## src/pkg/rst_led_pkg.sv

```systemverilog
// Purpose: Constants and types shared by the reset and indicator block
// Assumes: 200 MHz system clock
// Notes:   Cycle counts are derived from the clock rate
// How it works
// - Addressing channel drives red pin
// - Addressing active plus bicolor: green released
// - Master/repeater/monitor: red carries resynced Manchester
// - Equal polarity selects: active high, idle 0
// - Unequal polarity selects: active low, idle 1
// - Telegram error corrupts forwarded Manchester stream
// - Master/repeater/monitor: green held high-impedance
// - Any reset presets outputs ones, released
// - Non power-on reset pulses both strobes
// - Reset sets exchange-block flag, blocks data port
// - Soft or external reset init within 2 ms
// - Power-on init within 30 or 1000 ms
// - Power-on reset pulse 4 to 6 us
// - Node, broadcast, watchdog, forbidden state reset
// - Long low strobe pin resets every mode
// - Low up to 35 us starts nothing
// - Outputs released within 44 us of fall
// - Reset timer expiry starts init immediately
package rst_led_pkg;
  localparam int unsigned CLK_MHZ         = 200;
  localparam int unsigned NORESET_US      = 35;
  localparam int unsigned RESET_EXEC_US   = 44;
  localparam int unsigned POR_MIN_US      = 4;
  localparam int unsigned POR_MAX_US      = 6;
  localparam int unsigned INIT_SOFT_MS    = 2;
  localparam int unsigned INIT_POR_MS     = 30;
  localparam int unsigned INIT_POR_BIG_MS = 1000;
  // Reset timer fires after the no-reset window, before release deadline
  localparam int unsigned EXT_RST_CYC     = (NORESET_US + 1) * CLK_MHZ;
  localparam int unsigned POR_CYC         = ((POR_MIN_US + POR_MAX_US) / 2) * CLK_MHZ;
  localparam int unsigned INIT_SOFT_CYC   = INIT_SOFT_MS * 1000 * CLK_MHZ;
  localparam int unsigned INIT_POR_CYC    = INIT_POR_MS * 1000 * CLK_MHZ;
  localparam int unsigned INIT_POR_BIG_CYC = INIT_POR_BIG_MS * 1000 * CLK_MHZ;
  localparam logic [3:0]  PORT_PRESET     = 4'hF;
  localparam logic [3:0]  PORT_ZERO       = 4'h0;
  localparam logic [1:0]  MODE_SLAVE      = 2'h0;

  typedef enum logic [3:0] {
    ST_POR  = 4'b0001,
    ST_RST  = 4'b0010,
    ST_INIT = 4'b0100,
    ST_RUN  = 4'b1000
  } seq_state_e;
endpackage

```

## src/word_buf2.sv

```systemverilog
// Purpose: Two-entry valid/ready buffer
// Assumes: Single clock
// Notes:   Full throughput, no combinational ready path from output
`timescale 1ns/1ps
module word_buf2 #(
  parameter int unsigned WIDTH = 4
) (
  input  wire logic             i_clk,    // Clock
  input  wire logic             i_nrst,   // Async reset, low
  input  wire logic             i_valid,  // Input valid
  output logic                  o_ready,  // Input ready
  input  wire logic [WIDTH-1:0] i_data,   // Input word
  output logic                  o_valid,  // Output valid
  input  wire logic             i_ready,  // Output ready
  output logic [WIDTH-1:0]      o_data    // Output word
);
  logic [WIDTH-1:0] mem_ff [2];
  logic             wp_ff;
  logic             rp_ff;
  logic [1:0]       cnt_ff;
  logic             push;
  logic             pop;

  assign o_ready = (cnt_ff != 2'd2);
  assign o_valid = (cnt_ff != 2'd0);
  assign o_data  = mem_ff[rp_ff];
  assign push    = i_valid && o_ready;
  assign pop     = o_valid && i_ready;

  always_ff @(posedge i_clk or negedge i_nrst) begin
    if (!i_nrst) begin
      wp_ff  <= 1'b0;
      rp_ff  <= 1'b0;
      cnt_ff <= 2'd0;
    end else begin
      if (push) wp_ff <= ~wp_ff;
      if (pop) rp_ff <= ~rp_ff;
      cnt_ff <= cnt_ff + {1'b0, push} - {1'b0, pop};
    end
  end

  always_ff @(posedge i_clk or negedge i_nrst) begin
    if (!i_nrst) begin
      mem_ff[0] <= '0;
      mem_ff[1] <= '0;
    end else if (push) begin
      mem_ff[wp_ff] <= i_data;
    end
  end
endmodule

```

## src/rst_led_ctrl.sv

```systemverilog
// Purpose: Reset sequencing, output preset and indicator pin control
// Assumes: One 200 MHz clock; power-on detect and telegram decoder outside
// Notes:   Data words pass a two-entry buffer before the data port
`timescale 1ns/1ps
module rst_led_ctrl
  import rst_led_pkg::*;
#(
  parameter int unsigned EXT_RST_CYCLES  = rst_led_pkg::EXT_RST_CYC,
  parameter int unsigned POR_CYCLES      = rst_led_pkg::POR_CYC,
  parameter int unsigned INIT_SOFT_CYCLES = rst_led_pkg::INIT_SOFT_CYC,
  parameter int unsigned INIT_POR_CYCLES = rst_led_pkg::INIT_POR_CYC,
  parameter int unsigned INIT_BIG_CYCLES = rst_led_pkg::INIT_POR_BIG_CYC
) (
  input  wire logic       i_clk,              // System clock
  input  wire logic       i_nrst,             // Power-on reset, low
  input  wire logic       i_big_load,         // High-capacitance output load
  input  wire logic       i_node_reset,       // Node reset call pulse
  input  wire logic       i_bcast_reset,      // Broadcast reset call pulse
  input  wire logic       i_wdog_en,          // Watchdog enabled
  input  wire logic       i_wdog_expire,      // Watchdog expiry pulse
  input  wire logic       i_bad_state,        // Forbidden state pulse
  input  wire logic       i_strobe_rst_n,     // Strobe/reset pin, low active
  input  wire logic [1:0] i_mode,             // 0 slave, else master/repeater/monitor
  input  wire logic       i_addr_active,      // Addressing channel active
  input  wire logic       i_addr_tx,          // Addressing channel output bit
  input  wire logic       i_bicolor_indicator_flag, // Bicolor mode
  input  wire logic       i_status_red,       // Status pattern for red pin
  input  wire logic       i_status_green,     // Status pattern for green pin
  input  wire logic       i_green_enable,     // Green status allowed
  input  wire logic       i_polarity_select_a, // Polarity pin a
  input  wire logic       i_polarity_select_b, // Polarity pin b
  input  wire logic       i_manch,            // Resynced Manchester, active high
  input  wire logic       i_manch_busy,       // Telegram in progress
  input  wire logic       i_tel_error,        // Telegram check failed
  input  wire logic       i_param_write,      // Parameter write pulse
  input  wire logic [3:0] i_param,            // Parameter word
  input  wire logic       i_data_valid,       // Data exchange word valid
  output logic            o_data_ready,       // Data exchange word accepted
  input  wire logic [3:0] i_data,             // Data exchange word
  input  wire logic       i_port_ready,       // Data port sink ready
  output logic [3:0]      o_data_output_pins, // Data port level
  output logic [3:0]      o_data_oe,          // Data port drive enable
  output logic [3:0]      o_parameter_output_pins, // Parameter port level
  output logic [3:0]      o_param_oe,         // Parameter port drive enable
  output logic            o_data_strobe,      // Data strobe pulse
  output logic            o_param_strobe,     // Parameter strobe pulse
  output logic            o_red_indicator_pin,   // Red pin level
  output logic            o_red_oe,           // Red pin drive enable
  output logic            o_green_indicator_pin, // Green pin level
  output logic            o_green_oe,         // Green pin drive enable
  output logic            o_xchg_block,       // Exchange-block flag
  output logic            o_init_busy         // Reset or init running
);
  import rst_led_pkg::*;

  // ===========================================================
  // Pin synchronisers
  // ===========================================================
  logic       dsr_m_ff, dsr_s_ff;
  logic [1:0] pol_m_ff, pol_s_ff;

  always_ff @(posedge i_clk or negedge i_nrst) begin
    if (!i_nrst) begin
      dsr_m_ff <= 1'b1;
      dsr_s_ff <= 1'b1;
      pol_m_ff <= 2'b00;
      pol_s_ff <= 2'b00;
    end else begin
      dsr_m_ff <= i_strobe_rst_n;
      dsr_s_ff <= dsr_m_ff;
      pol_m_ff <= {i_polarity_select_a, i_polarity_select_b};
      pol_s_ff <= pol_m_ff;
    end
  end

  // ===========================================================
  // External reset timer
  // ===========================================================
  // Fires once per low phase: edge sensitive to timer expiry
  logic [31:0] ext_cnt_ff;
  logic        ext_fired_ff;
  logic        ext_hit;

  assign ext_hit = !dsr_s_ff && !ext_fired_ff && (ext_cnt_ff == EXT_RST_CYCLES - 1);

  always_ff @(posedge i_clk or negedge i_nrst) begin
    if (!i_nrst) begin
      ext_cnt_ff   <= '0;
      ext_fired_ff <= 1'b0;
    end else if (dsr_s_ff) begin
      ext_cnt_ff   <= '0;
      ext_fired_ff <= 1'b0;
    end else if (ext_hit) begin
      ext_fired_ff <= 1'b1;
    end else if (!ext_fired_ff) begin
      ext_cnt_ff <= ext_cnt_ff + 32'd1;
    end
  end

  // ===========================================================
  // Reset merge and sequencer
  // ===========================================================
  logic       soft_rst;
  seq_state_e state_ff;
  logic [31:0] seq_cnt_ff;
  logic       por_path_ff;
  logic       big_ff;
  logic       rst_pulse;

  assign soft_rst = i_node_reset || i_bcast_reset || (i_wdog_en && i_wdog_expire)
                    || i_bad_state || ext_hit;

  always_ff @(posedge i_clk or negedge i_nrst) begin
    if (!i_nrst) begin
      state_ff    <= ST_POR;
      seq_cnt_ff  <= '0;
      por_path_ff <= 1'b1;
      big_ff      <= 1'b0;
    end else begin
      case (state_ff)
        ST_POR: begin
          // Internal reset pulse held for a fixed width
          if (seq_cnt_ff == POR_CYCLES - 1) begin
            state_ff   <= ST_INIT;
            seq_cnt_ff <= '0;
            big_ff     <= i_big_load;
          end else begin
            seq_cnt_ff <= seq_cnt_ff + 32'd1;
          end
        end
        ST_RST: begin
          state_ff    <= ST_INIT;
          seq_cnt_ff  <= '0;
          por_path_ff <= 1'b0;
        end
        ST_INIT: begin
          if (soft_rst) begin
            state_ff <= ST_RST;
          end else if ((!por_path_ff && seq_cnt_ff == INIT_SOFT_CYCLES - 1)
                    || (por_path_ff && !big_ff && seq_cnt_ff == INIT_POR_CYCLES - 1)
                    || (por_path_ff && big_ff && seq_cnt_ff == INIT_BIG_CYCLES - 1)) begin
            state_ff   <= ST_RUN;
            seq_cnt_ff <= '0;
          end else begin
            seq_cnt_ff <= seq_cnt_ff + 32'd1;
          end
        end
        ST_RUN: begin
          if (soft_rst) begin
            state_ff <= ST_RST;
          end
        end
        default: begin
          state_ff <= ST_RST;
        end
      endcase
    end
  end

  assign rst_pulse   = (state_ff == ST_RST);
  assign o_init_busy = (state_ff != ST_RUN);

  // ===========================================================
  // Exchange-block flag
  // ===========================================================
  logic xchg_ff;

  always_ff @(posedge i_clk or negedge i_nrst) begin
    if (!i_nrst) begin
      xchg_ff <= 1'b1;
    end else if (soft_rst || state_ff != ST_RUN) begin
      // Set on the request edge so the flag is already up in the reset cycle
      xchg_ff <= 1'b1;
    end else if (state_ff == ST_RUN && i_param_write) begin
      xchg_ff <= 1'b0;
    end
  end

  assign o_xchg_block = xchg_ff;

  // ===========================================================
  // Data path buffer
  // ===========================================================
  logic       buf_valid;
  logic       buf_ready;
  logic [3:0] buf_data;
  logic       port_open;
  logic       buf_in_ready;

  // Words are refused while blocked; words already in the buffer are kept across a soft reset
  assign port_open    = !xchg_ff && (state_ff == ST_RUN);
  assign buf_ready    = i_port_ready && port_open;
  assign o_data_ready = buf_in_ready && port_open;

  word_buf2 #(
    .WIDTH (4)
  ) u_buf (
    .i_clk   (i_clk),
    .i_nrst  (i_nrst),
    .i_valid (i_data_valid && port_open),
    .o_ready (buf_in_ready),
    .i_data  (i_data),
    .o_valid (buf_valid),
    .i_ready (buf_ready),
    .o_data  (buf_data)
  );

  // ===========================================================
  // Data and parameter ports
  // ===========================================================
  logic [3:0] dout_ff, pout_ff, doe_ff, poe_ff;
  logic       dstb_ff, pstb_ff;
  logic       ext_low;

  // Release starts as soon as the timer fires, well inside the deadline
  assign ext_low = ext_hit;

  always_ff @(posedge i_clk or negedge i_nrst) begin
    if (!i_nrst) begin
      dout_ff <= PORT_PRESET;
      pout_ff <= PORT_PRESET;
      doe_ff  <= PORT_ZERO;
      poe_ff  <= PORT_ZERO;
      dstb_ff <= 1'b0;
      pstb_ff <= 1'b0;
    end else begin
      dstb_ff <= 1'b0;
      pstb_ff <= 1'b0;
      if (rst_pulse || ext_low || state_ff == ST_POR) begin
        dout_ff <= PORT_PRESET;
        pout_ff <= PORT_PRESET;
        doe_ff  <= PORT_ZERO;
        poe_ff  <= PORT_ZERO;
        dstb_ff <= rst_pulse;
        pstb_ff <= rst_pulse;
      end else if (state_ff == ST_RUN) begin
        if (i_param_write) begin
          pout_ff <= i_param;
          poe_ff  <= PORT_PRESET;
          pstb_ff <= 1'b1;
        end
        if (buf_valid && buf_ready) begin
          dout_ff <= buf_data;
          doe_ff  <= PORT_PRESET;
          dstb_ff <= 1'b1;
        end
      end
    end
  end

  assign o_data_output_pins      = dout_ff;
  assign o_parameter_output_pins = pout_ff;
  assign o_data_oe               = doe_ff;
  assign o_param_oe              = poe_ff;
  assign o_data_strobe           = dstb_ff;
  assign o_param_strobe          = pstb_ff;

  // ===========================================================
  // Indicator pins
  // ===========================================================
  logic red_ff, red_oe_ff, grn_ff, grn_oe_ff;
  logic fwd_mode, inv, corrupt_ff, mbit;

  assign fwd_mode = (i_mode != MODE_SLAVE);
  assign inv      = pol_s_ff[1] ^ pol_s_ff[0];

  // Error latched until the stream goes quiet; forced level breaks coding
  always_ff @(posedge i_clk or negedge i_nrst) begin
    if (!i_nrst) begin
      corrupt_ff <= 1'b0;
    end else if (i_tel_error) begin
      corrupt_ff <= 1'b1;
    end else if (!i_manch_busy) begin
      corrupt_ff <= 1'b0;
    end
  end

  assign mbit = i_manch_busy && (corrupt_ff || i_tel_error || i_manch);

  always_ff @(posedge i_clk or negedge i_nrst) begin
    if (!i_nrst) begin
      red_ff    <= 1'b1;
      red_oe_ff <= 1'b0;
      grn_ff    <= 1'b1;
      grn_oe_ff <= 1'b0;
    end else if (fwd_mode) begin
      red_ff    <= mbit ^ inv;
      red_oe_ff <= !(mbit ^ inv);
      grn_ff    <= 1'b1;
      grn_oe_ff <= 1'b0;
    end else if (i_addr_active) begin
      red_ff    <= i_addr_tx;
      red_oe_ff <= !i_addr_tx;
      grn_ff    <= i_bicolor_indicator_flag ? 1'b1 : i_status_green;
      grn_oe_ff <= !i_bicolor_indicator_flag && i_green_enable && !i_status_green;
    end else begin
      red_ff    <= i_status_red;
      red_oe_ff <= !i_status_red;
      grn_ff    <= i_status_green;
      grn_oe_ff <= i_green_enable && !i_status_green;
    end
  end

  assign o_red_indicator_pin   = red_ff;
  assign o_red_oe              = red_oe_ff;
  assign o_green_indicator_pin = grn_ff;
  assign o_green_oe            = grn_oe_ff;
endmodule

```

## config.mk

```make
export PLATFORM = sky130hd
export DESIGN_NAME = rst_led_ctrl
export DESIGN_NICKNAME = d
export VERILOG_FILES = /design/src/pkg/rst_led_pkg.sv /design/src/word_buf2.sv /design/src/rst_led_ctrl.sv
export SDC_FILE = /design/constraint.sdc
export NUM_CORES = 1
export LEC_CHECK = 0
export BUFFER_PORTS_ARGS = -buffer_cell sky130_fd_sc_hd__buf_2
export CAP_MARGIN = 20
export CELL_PAD_IN_SITES_DETAIL_PLACEMENT = 1
export CELL_PAD_IN_SITES_GLOBAL_PLACEMENT = 2
export CORE_ASPECT_RATIO = 0.9
export CORE_MARGIN = 5
export CORE_UTILIZATION = 37
export CTS_CLUSTER_SIZE = 16
export DETAILED_ROUTE_END_ITERATION = 12
export PLACE_DENSITY_LB_ADDON = 0.1
export SYNTH_ARGS = -nofsm -noshare
export SYNTH_HDL_FRONTEND = slang
export SYNTH_SLANG_ARGS = --single-unit
export TNS_END_PERCENT = 30
```

## constraint.sdc

```tcl
create_clock -name i_clk -period 2.9 [get_ports i_clk]
set_clock_uncertainty 0.15 [all_clocks]
set_input_delay 0.145 -clock i_clk [delete_from_list [all_inputs] [get_ports i_clk]]
set_output_delay 0.145 -clock i_clk [all_outputs]
set_load 0.05 [all_outputs]
```

==> results.yml, run 1 <==
clocking:
  insertion_delay_ns: 0.36
  cts_made_buffers: 9
  cts.sinks: 107
  clk_pin_slew_ns: 0.08
  tritoncts: "yes"
  htree_levels: 3
  post_cts_buffers: 0
  root_buffer: "clkbuf_16"
  clockBufferDepth: 2
sta:
  finalMaxSlewViolations: 0
  slew-limit-headroom_pct: 30.49
  fmax_ghz: 0.3718
  rsz0062_at_grt: "false"
  fin_crit_ns: 2.690
  final_hold_viol_count: 0
  tightest_slew_ns: 1.035
  min_period_over_period_pct: 92.75
  setup_violations: 0
  worst_hold_slack_ns: 0.02444
setup_path:
  startpoint_type: "flip-flop"
  critPathMaxFanout: 12
  worst_setup_path_end_kind: "flip-flop"
  criticalPathCategory: "flip-flop to flip-flop"
  reg2reg_from: "seq_cnt_ff[0]"
  worstPathArrival_ns: 2.76
  required_ns: 2.97
  crit_start: "seq_cnt_ff[0]"
die:
  die_y_um: 129.6
  die_area_um2: 18530
  initial_core_util_pct: 37.98
  rows: 43
  die_w_um: 142.9
  floorplan.core_area_um2: 15490
  pin_count: 58
synthesis:
  synth.distinct_cells: 66
  yosys_most_used_dff: "dfrtp_1"
  synth_cells: 626
  synth_edf_count: 0
  yosysWarningCount: 0
  synth_seq_area_share_pct: 45.82
  async_reset_ff_share_pct: 100.0
  syn_avg_cell_area_um2: 9.400
  syn_nets: 663
  synth_area_um2: 5884
  ys_ff_latch: 107
power_and_ir_drop:
  p_comb_share_pct: 26.0
  p_sw_uw: 1498
  ir_worst_vdd_mv: 0.3166
  p_per_area_nw_per_um2: 585.7
  swShare_pct: 36.67
  power.total_uw: 4085
  p_leak_uw: 0.002948
  pwr-share-clk_pct: 31.6
  power_frac_seq_pct: 42.4
  p_int_uw: 2587
layout:
  nFillCells: 1763
  final_core_util_pct: 45.01
  area_growth_pct: 18.52
  nNetsFinal: 740
  final_area_um2: 6974
  n_antenna_cell: 0
  drive_gt1_share_pct: 19.63
detailed_routing:
  dr.pass1.iters: 4
  postRouteAntennaNets: 0
  viasPerCell: 5.598
  first_iter_violations: 266
  wl_per_cell_um: 18.16
  routed_wl_um: 16520
  num_vias: 5094
  drc: 0
grt:
  grt_overflow: 0
  grt_pass1_wl_um: 27780
  antenna_found_initial: 0
  grt_use_total_pct: 18.66
  grt_pass1_vias: 5229
  grt_max_degree: 51
outcome:
  status: "complete, no violations"
placement:
  port_buffers: 57
  place_hpwl_um: 11480
  placed_cell_area_um2: 6396
  gp_congestion: 0.7868
worst_hold_path:
  min_from: "i_status_red"
  hp-class: "primary input to flip-flop"
run:
  drv_cap: 0
[worst paths after layout]
kind	slack, ns	depth (start not counted)	to
worst min register to register	0.20	0	pol_s_ff[0]
worst max register to register	0.21	9	seq_cnt_ff[21]
max in group asynchronous	1.63	3	ext_cnt_ff[25]
min in group asynchronous	0.20	2	o_red_oe
worst max-delay path	0.21	9	seq_cnt_ff[21]
worst min-delay path	0.02	4	o_red_oe
[through the flow]
stage / setup TNS (ns) / setup WS [ns] / std cells
global placement: 0 / 0.07971 / 867
floorplan: 0 / 0.01320 / 626
detailed placement: -0.01277 / -0.01052 / 867
CTS: 0 / 0.1195 / 910
finish: 0 / 0.2103 / 910
global route: 0 / 0.05825 / 910
[placed cells by master, fill, tap and decap left out, drive strengths merged, types with 6 or more instances in the layout]
cell,instances
a21oi,9
and2,7
and3,8
buf,82
clkbuf,10
dfrtp,92
dfstp,15
dlygate4sd3,26
inv,14
mux2,9
mux2i,7
nand2,76
nand3,47
nand4,20
nor2,70
nor3,19
nor4,17
o211ai,43
o21ai,14
o221ai,8
o31ai,6
or3,7
xnor2,13
xor2,19
[layout make-up]
type                    count  area (um^2)  area share, %
well taps                 202        252.7          3.624
multi-input cells         465         2910          41.73
inverters                  12        45.04         0.6459
clock buffers              10        229.0          3.283
flip-flops and latches    107         2696          38.66
repair buffers            108        760.7          10.91
clock inverters             6        80.08          1.148
[logic make-up (layout without fill, tap and decap cells)]
kind of cell | count (synthesis) | count (layout) | share of synthesized area, %
flops | 107 | 107 | 45.82
buf+inv | 55 | 136 | 4.954
xor+xnor | 32 | 32 | 4.763
compound gates | 105 | 105 | 13.40
fa+ha+maj | 4 | 4 | 0.8506
mux | 16 | 16 | 2.913
simple gates | 307 | 308 | 27.30
[power groups by stage]
stage / registers (uW) / logic, uW / clock network [uW]
2_1_floorplan: 1730 / 704 / 0
4_1_cts: 1730 / 1080 / 1340
3_5_place_dp: 1760 / 1020 / 0
3_3_place_gp: 1760 / 991 / 0
5_1_grt: 1750 / 1170 / 1390
6_report: 1730 / 1060 / 1290
[cell usage after synthesis, drive strengths merged (6+ instances only)]
| cell | instances | area, um^2 |
|---|---|---|
| xnor2 | 13 | 113.9 |
| clkbuf | 19 | 72.56 |
| nor4 | 17 | 121.4 |
| nand3 | 47 | 235.2 |
| dfstp | 15 | 394.1 |
| xor2 | 19 | 166.4 |
| buf | 24 | 173.9 |
| a21oi | 9 | 56.31 |
| o21ai | 14 | 77.57 |
| o211ai | 43 | 322.8 |
| or3 | 7 | 43.79 |
| and2 | 7 | 43.79 |
| and3 | 8 | 50.05 |
| dfrtp | 92 | 2302 |
| inv | 12 | 45.04 |
| nor3 | 19 | 100.1 |
| o221ai | 8 | 70.07 |
| nor2 | 69 | 274.0 |
| mux2i | 7 | 70.07 |
| nand4 | 20 | 140.1 |
| nand2 | 76 | 285.3 |
| mux2 | 9 | 101.4 |
| o31ai | 6 | 58.81 |
[state kept, by name, indices dropped and copies added, names as in the netlist, 2 cells and up]
name	cells
ext_cnt_ff	32
seq_cnt_ff	32
u_buf.mem_ff	8
o_data_output_pins	4
o_parameter_output_pins	4
state_ff	4
pol_m_ff	2
pol_s_ff	2
u_buf.cnt_ff	2
[routing by layer]
layer | share of wire, % | track usage (%) | vias up
li1 | - | - | 2423
met1 | 48 | 26.45 | 2556
met2 | 46 | 30.33 | 105
met3 | 4.9 | 2.878 | 10
met4 | 0.94 | 4.192 | 0
met5 | 0 | 0 | -
[worst max-delay path, stage by stage (launching register included)]
cell,delay (ns)
dfrtp_1,0.41
ha_1,0.18
buf_4,0.13
nand3_1,0.10
or4_4,0.56
o31ai_4,0.31
a21oi_4,0.08
buf_4,0.21
nor2_4,0.28
o21ai_0,0.14
[repair_timing]
| item | in CTS | in global routing |
|---|---|---|
| hold buffers | 26 | 0 |
| hold endpoints to repair | 58 | 0 |
| setup endpoints to repair | 2 | 2 |
| resized for setup | 0 | 1 |
| pin swaps | 1 | 0 |
| gates cloned | 1 | 0 |
No activity file was read; power rests on OpenSTA's default activity.
==> run 2, diff against run 1 <==
REMOVE_ABC_BUFFERS = 1   (was not set)
==> run 2 against run 1 <==
Register-to-register slack better by 0.02 ns; sequential share of layout area rose by 0.24 points; routed wire length rose by 1.8%; global-route usage hardly changed; fmax grew 0.87%; die area unchanged; via count decreased by 0.31%; final cell count shrank 0.11%; hold slack gained 0.013 ns; core utilization shrank 0.27 points; largest cell class unchanged.
==> results.yml, run 2 (synthesized netlist as in run 1, its figures left out) <==
setup_path:
  crit_family: "simple AND/OR/NAND/NOR gates"
  reg2reg_from: "seq_cnt_ff[0]"
  crit_start: "seq_cnt_ff[0]"
  cp_cell_sequence: "ha_1 > nand3_1 > or4_4 > o31ai_4 > a21oi_4 > buf_4 > nor2_4 > o221ai_1"
  worstPathArrival_ns: 2.74
  required_ns: 2.98
  cp_num_buf_inv: 1
  slowest_stage: "or4_4"
  startpoint_type: "flip-flop"
  worst_setup_path_end_kind: "flip-flop"
  cpPeakStageDelay_ns: 0.55
  critPathMaxFanout: 23
  criticalPathCategory: "flip-flop to flip-flop"
power_and_ir_drop:
  power_frac_seq_pct: 43.3
  pwr-share-clk_pct: 29.9
  p_int_uw: 2516
  ir_worst_vdd_mv: 0.3693
  p_per_area_nw_per_um2: 575.0
  p_comb_share_pct: 26.8
  swShare_pct: 36.87
  p_leak_uw: 0.002937
  p_sw_uw: 1470
layout:
  final_core_util_pct: 44.74
  instances_no_fill: 909
  n_antenna_cell: 0
  reg_top3: "ext_cnt_ff (32), seq_cnt_ff (32), u_buf.mem_ff (8)"
  nNetsFinal: 739
  final_cell_mix: "92 x dfrtp_1, 76 x nand2_1, 67 x nor2_1"
  drive_gt1_share_pct: 19.24
  final_common_cell: "dfrtp_1"
  area_growth_pct: 17.80
  final_area_um2: 6932
clocking:
  clk_pin_slew_ns: 0.07
  insertion_delay_ns: 0.36
  cts.sinks: 107
  cts_made_buffers: 9
  htree_levels: 3
  root_buffer: "clkbuf_16"
  cts_resized: 0
  tritoncts: "yes"
  clockBufferDepth: 2
  post_cts_buffers: 0
die:
  pin_count: 58
  rows: 43
  floorplan.core_area_um2: 15490
  die_y_um: 129.6
  die_w_um: 142.9
  die_area_um2: 18530
  initial_core_util_pct: 37.98
grt:
  grt_use_total_pct: 18.66
  grt_overflow: 0
  grt_pass1_vias: 5241
  antenna_found_initial: 0
  grt_max_degree: 83
  grt_pass1_wl_um: 27570
sta:
  finalMaxSlewViolations: 0
  fmax_ghz: 0.3750
  tightest_slew_ns: 0.7764
  setup_violations: 0
  min_period_over_period_pct: 91.95
  final_hold_viol_count: 0
  fin_crit_ns: 2.667
  worst_hold_slack_ns: 0.03749
  rsz0062_at_grt: "false"
  slew-limit-headroom_pct: 48.13
detailed_routing:
  routed_wl_um: 16820
  dr.pass1.iters: 4
  first_iter_violations: 288
  postRouteAntennaNets: 0
  num_vias: 5078
  wl_per_cell_um: 18.51
  viasPerCell: 5.586
  drc: 0
placement:
  gp_congestion: 0.8404
  place_inst: 867
  place_hpwl_um: 11780
  port_buffers: 57
  placed_cell_area_um2: 6391
outcome:
  status: "complete, no violations"
worst_hold_path:
  min_from: "i_port_ready"
  hp-class: "primary input to flip-flop"
run:
  drv_cap: 0
run 2: cell types whose count changed in the layout (fill, tap and decap cells not counted):
cell	delta
clkinv_4	+3
nor2b_2	-1
a211oi_2	-1
clkbuf_1	+1
nor2b_1	+1
clkinvlp_4	-1
bufinv_16	-1
a211oi_1	+1
inv_6	-2
dlygate4sd3_1	-1
run 2: cell type report:
cell class,instances,area [um^2]
repair buffers,107,750.7
flip-flops and latches,107,2696
fillers,1797,8563
inverters,12,45.04
clock inverters,5,51.30
clock buffers,11,232.7
well taps,202,252.7
multi-input cells,465,2903
run 2: worst paths after layout:
check | slack [ns] | cells past startpoint | endpoint
max in group asynchronous | 1.70 | 3 | o_red_indicator_pin
min in group asynchronous | 0.10 | 2 | seq_cnt_ff[3]
setup / recovery | 0.23 | 8 | seq_cnt_ff[5]
setup reg to reg | 0.23 | 8 | seq_cnt_ff[5]
hold reg to reg | 0.21 | 0 | pol_s_ff[1]
hold / removal | 0.04 | 4 | o_data_oe[2]
run 2: what timing repair did:
| action | in CTS | in global routing |
|---|---|---|
| hold buffers | 25 | 0 |
| endpoints found under the setup margin | 0 | 3 |
| endpoints found under the hold margin | 49 | 0 |
run 2: power by group through the flow:
stage	combinational [uW]	clock [uW]	sequential [uW]
final	1070	1190	1730
after global routing	1160	1300	1750
after CTS	1050	1250	1730
after detailed placement	1020	0	1750
after global placement	999	0	1750
after floorplan	527	0	1770
run 2: tightest hold or removal path, cell delays in order:
cell and delay [ns]:
buf_2 0.08, o211ai_1 0.10, inv_1 0.09, o21a_1 0.10
run 2: routing by layer:
layer  share of wire [%]  track usage [%]  routed length, um
met5                   0                0                  0
met4                 1.0            4.304                168
met3                 3.7            3.616                619
met2                  47            30.69               7970
met1                  48            25.61               8066
run 2: metrics by stage:
stage / TNS [ns] / worst slack, ns / power [uW]
2_1_floorplan: -4.852 / -0.5687 / 2299
5_1_grt: 0 / 0.09182 / 4204
3_5_place_dp: 0 / 0.1813 / 2770
6_report: 0 / 0.2334 / 3986
3_3_place_gp: 0 / 0.2938 / 2749
4_1_cts: 0 / 0.1062 / 4020
